## config.mk

```make
export PLATFORM = sky130hd
export DESIGN_NAME = data_move_timing
export DESIGN_NICKNAME = d
export VERILOG_FILES = /design/src/include/dmove_pkg.sv /design/src/rtl/data_move_timing.sv /design/src/rtl/prefetch_queue.sv
export SDC_FILE = /design/constraint.sdc
export NUM_CORES = 1
export LEC_CHECK = 0
export BUFFER_PORTS_ARGS = -buffer_cell sky130_fd_sc_hd__buf_2
export CORE_MARGIN = 2
export CORE_UTILIZATION = 25
export CTS_BUF_LIST = sky130_fd_sc_hd__clkbuf_2 sky130_fd_sc_hd__clkbuf_4 sky130_fd_sc_hd__clkbuf_8
export CTS_CLUSTER_DIAMETER = 60
export DETAILED_ROUTE_END_ITERATION = 6
export GPL_TIMING_DRIVEN = 0
export PLACE_DENSITY = 0.51
export SYNTH_ARGS = -nofsm -noshare
export SYNTH_HDL_FRONTEND = slang
export SYNTH_SLANG_ARGS = --single-unit
```

## constraint.sdc

```tcl
create_clock -name clk_sys -period 3.6 [get_ports clk_sys]
set_input_delay 0.72 -clock clk_sys [delete_from_list [all_inputs] [get_ports clk_sys]]
set_output_delay 0.72 -clock clk_sys [all_outputs]
set_load 0.005 [all_outputs]
```

## src/include/dmove_pkg.sv

```systemverilog
package dmove_pkg;
	// Bus width variants
	localparam logic BUS_WIDE = 1'b0;
	localparam logic BUS_NARROW = 1'b1;
	// Prefetch queue depths in bytes
	localparam int QUEUE_DEPTH_WIDE = 6;
	localparam int QUEUE_DEPTH_NARROW = 4;
	localparam int QUEUE_CAP = 6;
	localparam int QCNT_W = 3;
	// Opcodes
	localparam logic [7:0] OPC_SEG_LOAD = 8'h8e;
	localparam logic [7:0] OPC_SEG_STORE = 8'h8c;
	localparam logic [7:0] OPC_TABLE_LOOKUP = 8'hd7;
	localparam logic [7:0] OPC_LOAD_EFF_ADDR = 8'h8d;
	localparam logic [7:0] OPC_FAR_DATASEG = 8'hc5;
	localparam logic [7:0] OPC_FAR_EXTRASEG = 8'hc4;
	localparam logic [7:0] OPC_FLAGS_TO_HIGH_ACC = 8'h9f;
	localparam logic [7:0] OPC_HIGH_ACC_TO_FLAGS = 8'h9e;
	localparam logic [6:0] OPC_MOVE_IMM_RM = 7'h63;
	localparam logic [1:0] MOD_REGISTER = 2'b11;
	// Addressing byte field positions and the opcode width bit
	localparam int MOD_HI = 7;
	localparam int MOD_LO = 6;
	localparam int REG_HI_BIT = 5;
	localparam int WIDTH_BIT = 0;
	// Minimum clock counts
	localparam logic [5:0] CYC_SEG_REG = 6'h02;
	localparam logic [5:0] CYC_SEG_LOAD_MEM_W = 6'h09;
	localparam logic [5:0] CYC_SEG_LOAD_MEM_N = 6'h0d;
	localparam logic [5:0] CYC_SEG_STORE_MEM_W = 6'h0b;
	localparam logic [5:0] CYC_SEG_STORE_MEM_N = 6'h0f;
	localparam logic [5:0] CYC_LOOKUP_W = 6'h0b;
	localparam logic [5:0] CYC_LOOKUP_N = 6'h0f;
	localparam logic [5:0] CYC_LOAD_EFF_ADDR = 6'h06;
	localparam logic [5:0] CYC_FAR_W = 6'h12;
	localparam logic [5:0] CYC_FAR_N = 6'h1a;
	localparam logic [5:0] CYC_FLAGS_TO_HIGH_ACC = 6'h02;
	localparam logic [5:0] CYC_HIGH_ACC_TO_FLAGS = 6'h03;
	localparam logic [5:0] CYC_MOVE_IMM_REG = 6'h0c;
	localparam logic [5:0] CYC_MOVE_IMM_MEM = 6'h0d;
	localparam logic [5:0] CYC_ONE = 6'h01;
	// Extra clocks of the bus handshake
	localparam logic [5:0] CYC_HANDSHAKE_MAX = 6'h02;
	// Decoded operation codes
	typedef enum logic [3:0] {
		OP_NONE = 4'h0,
		OP_SEG_LOAD = 4'h1,
		OP_SEG_STORE = 4'h2,
		OP_TABLE_LOOKUP = 4'h3,
		OP_LOAD_EFF_ADDR = 4'h4,
		OP_FAR_DATASEG = 4'h5,
		OP_FAR_EXTRASEG = 4'h6,
		OP_FLAGS_TO_HIGH_ACC = 4'h7,
		OP_HIGH_ACC_TO_FLAGS = 4'h8,
		OP_MOVE_IMM = 4'h9,
		OP_ILLEGAL = 4'hf
	} op_t;
	// Execution states, Gray along the usual path
	typedef enum logic [1:0] {
		ST_OPCODE = 2'b00,
		ST_MODRM = 2'b01,
		ST_IMM = 2'b11,
		ST_EXEC = 2'b10
	} state_t;
endpackage

```

## src/rtl/data_move_timing.sv

```systemverilog
`timescale 1ns/1ps
module data_move_timing
	import dmove_pkg::*;
(
	input wire logic clk_sys,
	input wire logic arst_n,
	input wire logic bus_narrow,
	input wire logic [7:0] fill_data,
	input wire logic fill_valid,
	output logic fill_ready,
	input wire logic transfer_flush,
	input wire logic wait_state,
	input wire logic bus_hold,
	input wire logic mem_handshake,
	input wire logic odd_word_addr,
	output logic busy,
	output logic done,
	output dmove_pkg::op_t op_out,
	output logic word_op,
	output logic mem_operand,
	output logic [7:0] modrm_out,
	output logic [7:0] imm_low,
	output logic [7:0] imm_high,
	output logic illegal
);
	typedef struct packed {
		state_t st;
		op_t op;
		logic word;
		logic mem;
		logic [7:0] modrm;
		logic [7:0] imm_lo;
		logic [7:0] imm_hi;
		logic imm_second;
		logic [5:0] cnt;
		logic [5:0] extra;
		logic done;
		logic illegal;
		logic ready;
		logic busy;
	} s_t;
	s_t s_reg, s_next;
	logic [7:0] head_data;
	logic head_valid;
	logic head_take;
	logic qready;
	logic stall;
	logic [7:0] opc;
	logic is_mem;

	prefetch_queue u_queue (
		.clk_sys(clk_sys),
		.arst_n(arst_n),
		.bus_narrow(bus_narrow),
		.flush(transfer_flush),
		.fill_data(fill_data),
		.fill_valid(fill_valid),
		.fill_ready(qready),
		.head_data(head_data),
		.head_valid(head_valid),
		.head_take(head_take)
	);

	function automatic logic [5:0] base_count(input op_t op, input logic m,
		input logic n);
		case (op)
			OP_SEG_LOAD: base_count = !m ? CYC_SEG_REG
				: (n ? CYC_SEG_LOAD_MEM_N : CYC_SEG_LOAD_MEM_W);
			OP_SEG_STORE: base_count = !m ? CYC_SEG_REG
				: (n ? CYC_SEG_STORE_MEM_N : CYC_SEG_STORE_MEM_W);
			OP_TABLE_LOOKUP: base_count = n ? CYC_LOOKUP_N
				: CYC_LOOKUP_W;
			OP_LOAD_EFF_ADDR: base_count = CYC_LOAD_EFF_ADDR;
			OP_FAR_DATASEG, OP_FAR_EXTRASEG: base_count = n ? CYC_FAR_N
				: CYC_FAR_W;
			OP_FLAGS_TO_HIGH_ACC: base_count = CYC_FLAGS_TO_HIGH_ACC;
			OP_HIGH_ACC_TO_FLAGS: base_count = CYC_HIGH_ACC_TO_FLAGS;
			OP_MOVE_IMM: base_count = m ? CYC_MOVE_IMM_MEM
				: CYC_MOVE_IMM_REG;
			default: base_count = CYC_ONE;
		endcase
	endfunction

	always_comb begin
		s_next = s_reg;
		s_next.done = 1'b0;
		s_next.ready = qready;
		head_take = 1'b0;
		opc = head_data;
		is_mem = head_data[MOD_HI:MOD_LO] != MOD_REGISTER;
		stall = wait_state || bus_hold;
		if (transfer_flush) begin
			s_next.st = ST_OPCODE;
			s_next.cnt = '0;
		end else begin
			case (s_reg.st)
				ST_OPCODE: begin
					if (head_valid) begin
						head_take = 1'b1;
						s_next.illegal = 1'b0;
						s_next.word = 1'b0;
						s_next.mem = 1'b0;
						s_next.imm_second = 1'b0;
						s_next.imm_lo = '0;
						s_next.imm_hi = '0;
						s_next.modrm = '0;
						s_next.st = ST_MODRM;
						if (opc == OPC_SEG_LOAD) begin
							s_next.op = OP_SEG_LOAD;
						end else if (opc == OPC_SEG_STORE) begin
							s_next.op = OP_SEG_STORE;
						end else if (opc == OPC_LOAD_EFF_ADDR) begin
							s_next.op = OP_LOAD_EFF_ADDR;
						end else if (opc == OPC_FAR_DATASEG) begin
							s_next.op = OP_FAR_DATASEG;
						end else if (opc == OPC_FAR_EXTRASEG) begin
							s_next.op = OP_FAR_EXTRASEG;
						end else if (opc[7:1] == OPC_MOVE_IMM_RM) begin
							s_next.op = OP_MOVE_IMM;
							s_next.word = opc[WIDTH_BIT];
						end else begin
							s_next.st = ST_EXEC;
							s_next.extra = '0;
							if (opc == OPC_TABLE_LOOKUP) begin
								s_next.op = OP_TABLE_LOOKUP;
								s_next.mem = 1'b1;
							end else if (opc == OPC_FLAGS_TO_HIGH_ACC) begin
								s_next.op = OP_FLAGS_TO_HIGH_ACC;
							end else if (opc == OPC_HIGH_ACC_TO_FLAGS) begin
								s_next.op = OP_HIGH_ACC_TO_FLAGS;
							end else begin
								s_next.op = OP_ILLEGAL;
								s_next.illegal = 1'b1;
							end
							s_next.cnt = base_count(s_next.op, s_next.mem,
								bus_narrow);
						end
					end
				end
				ST_MODRM: begin
					if (head_valid) begin
						head_take = 1'b1;
						s_next.modrm = head_data;
						s_next.mem = is_mem;
						s_next.extra = '0;
						s_next.st = ST_EXEC;
						if ((s_reg.op == OP_SEG_LOAD
							&& head_data[REG_HI_BIT])
							|| ((s_reg.op == OP_FAR_DATASEG
							|| s_reg.op == OP_FAR_EXTRASEG) && !is_mem)) begin
							s_next.op = OP_ILLEGAL;
							s_next.illegal = 1'b1;
						end else if (s_reg.op == OP_MOVE_IMM) begin
							s_next.st = ST_IMM;
						end
						s_next.cnt = base_count(s_next.op, is_mem, bus_narrow);
					end
				end
				ST_IMM: begin
					if (head_valid) begin
						head_take = 1'b1;
						if (!s_reg.imm_second) begin
							s_next.imm_lo = head_data;
							s_next.imm_second = s_reg.word;
							if (!s_reg.word) begin
								s_next.st = ST_EXEC;
							end
						end else begin
							s_next.imm_hi = head_data;
							s_next.st = ST_EXEC;
						end
					end
				end
				ST_EXEC: begin
					if (s_reg.mem && mem_handshake
						&& s_reg.extra < CYC_HANDSHAKE_MAX) begin
						s_next.extra = s_reg.extra + 6'h01;
					end else if (s_reg.mem && s_reg.word && odd_word_addr
						&& !bus_narrow && s_reg.extra == '0) begin
						s_next.extra = 6'h01;
					end else if (stall) begin
						s_next.cnt = s_reg.cnt;
					end else if (s_reg.cnt > CYC_ONE) begin
						s_next.cnt = s_reg.cnt - 6'h01;
					end else begin
						s_next.cnt = '0;
						s_next.done = 1'b1;
						s_next.st = ST_OPCODE;
					end
				end
				default: s_next.st = ST_OPCODE;
			endcase
		end
		// Busy is registered so the output comes from a flop
		s_next.busy = (s_next.st != ST_OPCODE);
	end

	always_ff @(posedge clk_sys or negedge arst_n) begin
		if (!arst_n) begin
			s_reg <= '{st: ST_OPCODE, op: OP_NONE, default: '0};
		end else begin
			s_reg <= s_next;
		end
	end

	assign fill_ready = s_reg.ready;
	assign busy = s_reg.busy;
	assign done = s_reg.done;
	assign op_out = s_reg.op;
	assign word_op = s_reg.word;
	assign mem_operand = s_reg.mem;
	assign modrm_out = s_reg.modrm;
	assign imm_low = s_reg.imm_lo;
	assign imm_high = s_reg.imm_hi;
	assign illegal = s_reg.illegal;
endmodule

```

## src/rtl/prefetch_queue.sv

```systemverilog
`timescale 1ns/1ps
module prefetch_queue
	import dmove_pkg::*;
(
	input wire logic clk_sys,
	input wire logic arst_n,
	input wire logic bus_narrow,
	input wire logic flush,
	input wire logic [7:0] fill_data,
	input wire logic fill_valid,
	output logic fill_ready,
	output logic [7:0] head_data,
	output logic head_valid,
	input wire logic head_take
);
	typedef struct packed {
		logic [QUEUE_CAP-1:0][7:0] mem;
		logic [QCNT_W-1:0] rd;
		logic [QCNT_W-1:0] wr;
		logic [QCNT_W-1:0] cnt;
	} q_t;
	q_t q_reg, q_next;
	logic [QCNT_W-1:0] depth;
	logic push, pop;
	function automatic logic [QCNT_W-1:0] inc(input logic [QCNT_W-1:0] p);
		inc = (p == QCNT_W'(QUEUE_CAP - 1)) ? '0 : p + 1'b1;
	endfunction
	always_comb begin
		depth = bus_narrow ? QCNT_W'(QUEUE_DEPTH_NARROW)
			: QCNT_W'(QUEUE_DEPTH_WIDE);
		fill_ready = !flush && (q_reg.cnt < depth);
		head_valid = !flush && (q_reg.cnt != '0);
		head_data = q_reg.mem[q_reg.rd];
		push = fill_valid && fill_ready;
		pop = head_take && head_valid;
		q_next = q_reg;
		if (flush) begin
			q_next.rd = '0;
			q_next.wr = '0;
			q_next.cnt = '0;
		end else begin
			if (push) begin
				q_next.mem[q_reg.wr] = fill_data;
				q_next.wr = inc(q_reg.wr);
			end
			if (pop) begin
				q_next.rd = inc(q_reg.rd);
			end
			q_next.cnt = q_reg.cnt + QCNT_W'(push) - QCNT_W'(pop);
		end
	end
	always_ff @(posedge clk_sys or negedge arst_n) begin
		if (!arst_n) begin
			q_reg <= '0;
		end else begin
			q_reg <= q_next;
		end
	end
endmodule

```

==> results of run 1 <==
-- critical path, delay by kind of cell, from the launching register on --
kind | cells | cell delay [ns]
AND/OR/NAND/NOR | 4 | 1.09
flip-flops | 1 | 0.44
adder cells (fa/ha/maj) | 3 | 0.88
buffers and inverters | 2 | 0.44
XOR/XNOR | 1 | 0.17
-- layer usage --
| metal | part of all wire | wire [um] | track usage |
|---|---|---|---|
| met4 | 0.013 | 205 | 0.0311 |
| met1 | 0.50 | 7990 | 0.184 |
| met2 | 0.45 | 7120 | 0.195 |
| met3 | 0.037 | 587 | 0.0225 |
| met5 | 0 | 0 | 0 |
-- power by group through the flow --
stage                     clock, mW  combinational (mW)  sequential [mW]
after floorplan                   0                1.78             1.61
after global placement            0                2.42             1.68
after detailed placement          0                2.42             1.69
after CTS                     0.850                2.44             1.66
after global routing          0.895                2.70             1.70
final                         0.819                2.45             1.66
-- synth_stat cells (8+ instances only) --
library cell	n
dfrtp_1	106
mux2_2	64
nor2_1	57
nand2_1	37
buf_4	30
a22o_1	26
a21oi_1	22
clkbuf_1	22
o21ai_0	19
inv_1	17
mux2i_1	17
ha_1	12
nor3_1	11
nor2b_1	10
o31ai_1	10
nand2b_1	8
-- kinds of logic after synthesis --
kind of cell	after synthesis	share of synthesized area
adder cells (fa/ha/maj)	13	0.0278
AO/OA/AOI/OAI	140	0.165
flip-flops	106	0.434
buffers and inverters	76	0.0692
multiplexers	87	0.162
XOR/XNOR	5	0.00716
AND/OR/NAND/NOR	164	0.134
-- metrics by stage --
| stage | cell area, um2 | total power, mW |
|---|---|---|
| finish | 7030 | 4.93 |
| CTS | 7020 | 4.95 |
| floorplan | 6110 | 3.39 |
| global route | 7030 | 5.30 |
| global placement | 6770 | 4.10 |
| detailed placement | 6800 | 4.11 |
-- worst min-delay path by stage --
stage                     cells after the start                end  slack, ns
after global placement                        1  u_queue.q_reg[46]       0.48
after CTS                                     1  u_queue.q_reg[19]       0.29
final                                         1  u_queue.q_reg[34]       0.28
after detailed placement                      1  u_queue.q_reg[46]       0.49
after floorplan                               0               busy       0.42
after global routing                          1  u_queue.q_reg[34]       0.30
-- final cells by class --
cell class	instances	area share
clock buffer	9	0.0176
multi-input combinational	409	0.433
sequential	106	0.377
clock inverter	7	0.0132
buffer	59	0.0511
timing repair buffer	52	0.0409
inverter	17	0.00908
tap	324	0.0577
-- repair_timing --
action / in CTS / in global routing
resized for setup: 0 / 1
hold buffers: 0 / 0
endpoints found under the setup margin: 0 / 2
buffers inserted: 0 / 0
==> results.tsv, run 1 <==
stage	metric	value	unit
global_route	maximum_number_of_pins_on_one_net_before_global_route_repair	68	
pwr	share_clk_of_total_power	0.166	
yosys	ys_types	70	
die	placement_rows	57	
layout	fillerInstances	2583	
outcome	outcome	complete, no violations	
yosys	synth.area.top_cells	dfrtp_1 43%, mux2_2 12%, a22o_1 3.7%, buf_4 3.7%, nor2_1 3.5%	
die	die_h	160	um
pwr	p_leak	3.11	nW
layout	final_core_util	0.291	
yosys	syn-instance-count	591	
critical_path	r2r-start	u_queue.q_reg[1]	
pwr	p_sw_frac	0.435	
layout	ff_latch_area	0.00265	mm2
critical_path	worst-path-max-fanout	9	
yosys	synth_edf_count	0	
routing	postRouteWirelength	15.9	mm
yosys	synth_seq_area_share	0.434	
critical_path	timing_worst_setup_path_type	register to register	
sta	final-setup-viol-count	0	
die	i_o_pins	51	
yosys	yosys_register_bits	106	
critical_path	critical_path.slowest_cell	nor3_2	
critical_path	crit_arrival	3.43	ns
global_route	wire_length_of_the_first_global_routing_pass	25.6	mm
layout	multi_input_comb_area	0.00304	mm2
pwr	ir_worst_vdd	0.247	mV
cts	path_clk_slew	0.12	ns
critical_path	setup.reg_to_reg.worst_slack	0.45	ns
pwr	internal-power	2.78	mW
yosys	synthFlopType	dfrtp_1	
routing	drt-pass1-iter-count	5	
sta	slew_violations	0	
yosys	yosysTopAreaCellShare	0.434	
global_route	grt_usage	0.127	
die	die_area	0.0257	mm2
sta	final_critical_path_setup_slack	0.451	ns
critical_path	timing.critical_path.to_type	register	
layout	finish.cell_count_without_fillers	983	
critical_path	critPathCapture	u_queue.q_reg[2]	
yosys	syn_area	0.00611	mm2
sta	timing.max_slew.rel_slack	0.321	
global_route	grt_pass1_vias	4505	
sta	unrepaired_setup_endpoints_after_global_routing	false	
routing	post_drt_wl_per_cell	16.2	um
layout	largest_register_ff_count	57	
layout	finalNetCount	684	
critical_path	sort_of_element_at_the_start_of_the_critical_path	register	
place	globalplace.congestion	0.843	
yosys	ffs_w_async_s_r_synth	1.00	
pwr	switching_power	2.14	mW
critical_path	timing.critical_path.slowest_cell_delay	0.59	ns
global_route	grt_antenna_before_repair	0	
worst_hold_path	min_path_type	input pin to async pin	
sta	finalCriticalPeriod	3.15	ns
routing	detail_route.drc_violations	0	
run	drv.max_cap_violation_count	0	
cts	tritoncts	built	
cts	cts_buffer_depth	2	
layout	antenna_cells	0	
cts	ctsRootBufferMaster	clkbuf_8	
place	place_inst	966	
yosys	yosysWarnings	0	
sta	finalHoldViolations	0	
sta	period_share	0.875	
critical_path	cp-startpoint	u_queue.q_reg[1]	
routing	detail_route.vias_per_cell	4.77	
cts	clock_insertion_delay_worst_skew	0.40	ns
routing	antenna_viol_nets_final	0	
global_route	residual_overflow_from_global_routing	0	
critical_path	regToRegEndpoint	u_queue.q_reg[2]	
layout	area_added_between_synthesis_and_finish	15.0	%
cts	cts.htree.levels	3	
critical_path	worstRegToRegCells	10	
yosys	avgSynthCellArea	10.3	um2
sta	max_freq	318	MHz
cts	cts_num_sinks	106	
die	initial_utilization	0.253	
layout	drive_above_1_share	0.285	
cts	tritoncts.num_buffers	9	
layout	layout_commonest_cell	dfrtp_1	
place	dp_slack	0.150	ns
yosys	syn-num-nets	621	
place	dp_hpwl	11.4	mm
sta	worst_clock_skew_on_the_final_layout	0.0113	ns
yosys	synth_area_leader_cell	dfrtp_1	
layout	mostFrequentLayoutCells	106 x dfrtp_1, 64 x mux2_2, 57 x nor2_1	
pwr	power.density_cell_area	701	mW/mm2
routing	drt_first_iter_violations	330	
sta	final.hold.worst_slack	0.280	ns
die	core_area	0.0242	mm2
place	count_of_input_and_output_buffers	50	
sta	total_negative_setup_slacks	0	ns
pwr	p_comb_frac	0.496	
critical_path	worst_ep_required_time	3.88	ns
critical_path	critical_path.cell_chain	nor3_2 > or2_2 > clkbuf_1 > nor2_1 > ha_1 > inv_1 > ha_1 > fa_1 > xnor2_1 > nor2_1	
pwr	power.sequential.fraction	0.338	
sta	tightest_pin_transition	1.01	ns
die	die_width	160	um
routing	num_vias	4684	
Power figures use the tool's default switching activity.
==> run 2, diff against run 1 <==
==> constraint.sdc (replaced) <==
create_clock -name clk_sys -period 3.6 [get_ports clk_sys]
set_input_delay 0.36 -clock clk_sys [delete_from_list [all_inputs] [get_ports clk_sys]]
set_output_delay 0.36 -clock clk_sys [all_outputs]
set_load 0.005 [all_outputs]
==> run 2 against run 1 <==
  * Combinational power about the same
  * First-iteration DRC count up 6.4%
  * Critical endpoint unchanged
  * Critical path depth is the same
  * Global-route usage barely moved
  * Setup slack improved by 0.028 ns
  * Sequential share of layout area shrank 0.054 points
==> results.tsv, run 2 (synthesis gave the netlist of run 1 again) <==
stage	metric	value	unit	change
global_route	grt_pass1_vias	4511		was 4505
cts	tritoncts	built		unchanged
sta	total_negative_setup_slacks	0	ns	unchanged
critical_path	sort_of_element_at_the_start_of_the_critical_path	register		unchanged
cts	cts_buffer_depth	2		unchanged
critical_path	timing.critical_path.max_delay_family	simple AND/OR/NAND/NOR gates		unchanged
pwr	p_comb_frac	0.496		about the same
place	dp_hpwl	11.4	mm	unchanged
place	count_of_input_and_output_buffers	50		unchanged
sta	period_share	0.867		was 0.875
global_route	wire_length_of_the_first_global_routing_pass	25.6	mm	about the same
pwr	ir_worst_vdd	0.247	mV	about the same
layout	finalNetCount	685		was 684
routing	post_drt_wl_per_cell	16.2	um	about the same
place	globalplace.congestion	0.843		unchanged
routing	drt_first_iter_violations	351		was 330
layout	layout_commonest_cell	dfrtp_1		unchanged
die	die_h	160	um	unchanged
die	core_area	0.0242	mm2	unchanged
worst_hold_path	min_path_type	input pin to register		was input pin to async pin
layout	area_added_between_synthesis_and_finish	15.1	%	was 15.0%
critical_path	r2r-start	u_queue.q_reg[1]		unchanged
pwr	internal-power	2.79	mW	was 2.78 mW
pwr	switching_power	2.14	mW	about the same
layout	antenna_cells	0		unchanged
cts	path_clk_slew	0.11	ns	was 0.12 ns
sta	timing.max_slew.rel_slack	0.330		was 0.321
die	initial_utilization	0.253		unchanged
critical_path	critical_path.slowest_cell	nor3_2		unchanged
layout	postLayoutCellArea	0.00704	mm2	was 0.00703 mm2
pwr	p_leak	3.11	nW	about the same
layout	drive_above_1_share	0.285		about the same
die	die_width	160	um	unchanged
routing	drt-pass1-iter-count	4		was 5
layout	largest_register_ff_count	57		unchanged
critical_path	worstSetupPathDepth	10		unchanged
global_route	residual_overflow_from_global_routing	0		unchanged
place	post_dp_cell_area	0.00680	mm2	unchanged
critical_path	setup.reg_to_reg.worst_slack	0.48	ns	was 0.45 ns
critical_path	worst_ep_required_time	3.87	ns	was 3.88 ns
run	drv.max_cap_violation_count	0		unchanged
critical_path	timing.critical_path.to_type	register		unchanged
critical_path	critical_path.cell_chain	nor3_2 > or2_2 > clkbuf_1 > nor2_1 > ha_1 > inv_1 > ha_1 > fa_1 > xnor2_1 > nor2_1		unchanged
cts	tritoncts.num_buffers	9		unchanged
layout	mostFrequentLayoutCells	106 x dfrtp_1, 64 x mux2_2, 57 x nor2_1		unchanged
routing	detail_route.drc_violations	0		unchanged
pwr	power.density_cell_area	700	mW/mm2	was 701 mW/mm2
global_route	grt_usage	0.127		about the same
sta	final-setup-viol-count	0		unchanged
outcome	outcome	complete, no violations		unchanged
layout	fillerInstances	2582		was 2583
routing	num_vias	4675		was 4684
sta	unrepaired_setup_endpoints_after_global_routing	false		unchanged
worst_hold_path	hold_depth	2		
critical_path	cp-startpoint	u_queue.q_reg[1]		unchanged
critical_path	critPathCapture	u_queue.q_reg[2]		unchanged
critical_path	timing.critical_path.slowest_cell_delay	0.56	ns	was 0.59 ns
routing	detail_route.vias_per_cell	4.75		was 4.77
critical_path	cp_num_buf_inv	2		unchanged
die	placement_rows	57		unchanged
sta	slew_violations	0		unchanged
sta	finalCriticalPeriod	3.12	ns	was 3.15 ns
pwr	share_clk_of_total_power	0.166		about the same
die	i_o_pins	51		unchanged
routing	postRouteWirelength	15.9	mm	about the same
sta	max_freq	320	MHz	was 318 MHz
cts	ctsRootBufferMaster	clkbuf_8		unchanged
critical_path	worst-path-max-fanout	9		unchanged
cts	clock_insertion_delay_worst_skew	0.40	ns	about the same
critical_path	crit_arrival	3.40	ns	was 3.43 ns
global_route	grt_antenna_before_repair	0		unchanged
critical_path	regToRegEndpoint	u_queue.q_reg[2]		unchanged
global_route	maximum_number_of_pins_on_one_net_before_global_route_repair	68		unchanged
sta	tightest_pin_transition	1.00	ns	was 1.01 ns
sta	worst_clock_skew_on_the_final_layout	0.0112	ns	was 0.0113 ns
pwr	power.sequential.fraction	0.338		about the same
pwr	p_sw_frac	0.435		about the same
routing	antenna_viol_nets_final	0		unchanged
sta	finalHoldViolations	0		unchanged
critical_path	timing_worst_setup_path_type	register to register		unchanged
die	die_area	0.0257	mm2	unchanged
cts	cts_num_sinks	106		unchanged
critical_path	worstRegToRegCells	10		unchanged
cts	cts.htree.levels	3		unchanged
[run 2: cell count changes in the layout (fill, tap and decap cells not counted)]
cell,previous run,this run
dlygate4sd3_1,0,1
[run 2: final cells by class]
| cell class | count | area (um2) | area share |
|---|---|---|---|
| multi-input cells | 409 | 3040 | 0.432 |
| flip-flops and latches | 106 | 2650 | 0.377 |
| well taps | 324 | 405 | 0.0576 |
| plain buffers | 59 | 359 | 0.0510 |
| repair buffers | 53 | 298 | 0.0423 |
| clock buffers | 9 | 124 | 0.0176 |
| clock inverters | 7 | 92.6 | 0.0132 |
| inverters | 17 | 63.8 | 0.00907 |
[run 2: per-stage QoR]
step                hold WS, ns  power (mW)   util  std cells  setup slack (ns)
floorplan                0.0644        3.39      -        591             0.955
global placement          0.481        4.10  0.280        965             0.141
detailed placement        0.388        4.11  0.281        966             0.150
CTS                       0.191        4.95  0.291        983            0.0549
global route              0.196        5.30  0.291        984             0.185
finish                    0.199        4.93  0.291        984             0.478
[run 2: worst min path at each step]
stage	startpoint	slack, ns	endpoint
2_1_floorplan	arst_n	0.06	busy
3_3_place_gp	u_queue.q_reg[46]	0.48	u_queue.q_reg[46]
3_5_place_dp	arst_n	0.39	u_queue.q_reg[19]
4_1_cts	transfer_flush	0.19	fill_ready
5_1_grt	transfer_flush	0.20	fill_ready
6_report	transfer_flush	0.20	fill_ready
[run 2: worst reg2reg max path, delay by kind of cell, from the launching register on]
family,cells,cell delay (ns)
adder cells (fa/ha/maj),3,0.88
flip-flops,1,0.44
buffers and inverters,2,0.44
AND/OR/NAND/NOR,4,1.07
XOR/XNOR,1,0.17
[run 2: routing by layer]
layer  GRT usage  routed length, um  share of wire
met1       0.184               8110           0.51
met2       0.195               7150           0.45
met3      0.0225                501          0.031
met4      0.0311                180          0.011
met5           0                  0              0
[run 2: timing repair]
action,in CTS,in global routing
hold buffers,1,0
endpoints found under the hold margin,39,0
buffers inserted,0,0
gates resized for setup,0,1
endpoints found under the setup margin,0,2
[run 2: power groups by stage]
| stage | logic (mW) | clock network [mW] | registers, mW |
|---|---|---|---|
| 6_report | 2.45 | 0.818 | 1.66 |
| 3_3_place_gp | 2.42 | 0 | 1.68 |
| 4_1_cts | 2.44 | 0.850 | 1.66 |
| 2_1_floorplan | 1.78 | 0 | 1.61 |
| 5_1_grt | 2.71 | 0.895 | 1.70 |
| 3_5_place_dp | 2.42 | 0 | 1.69 |
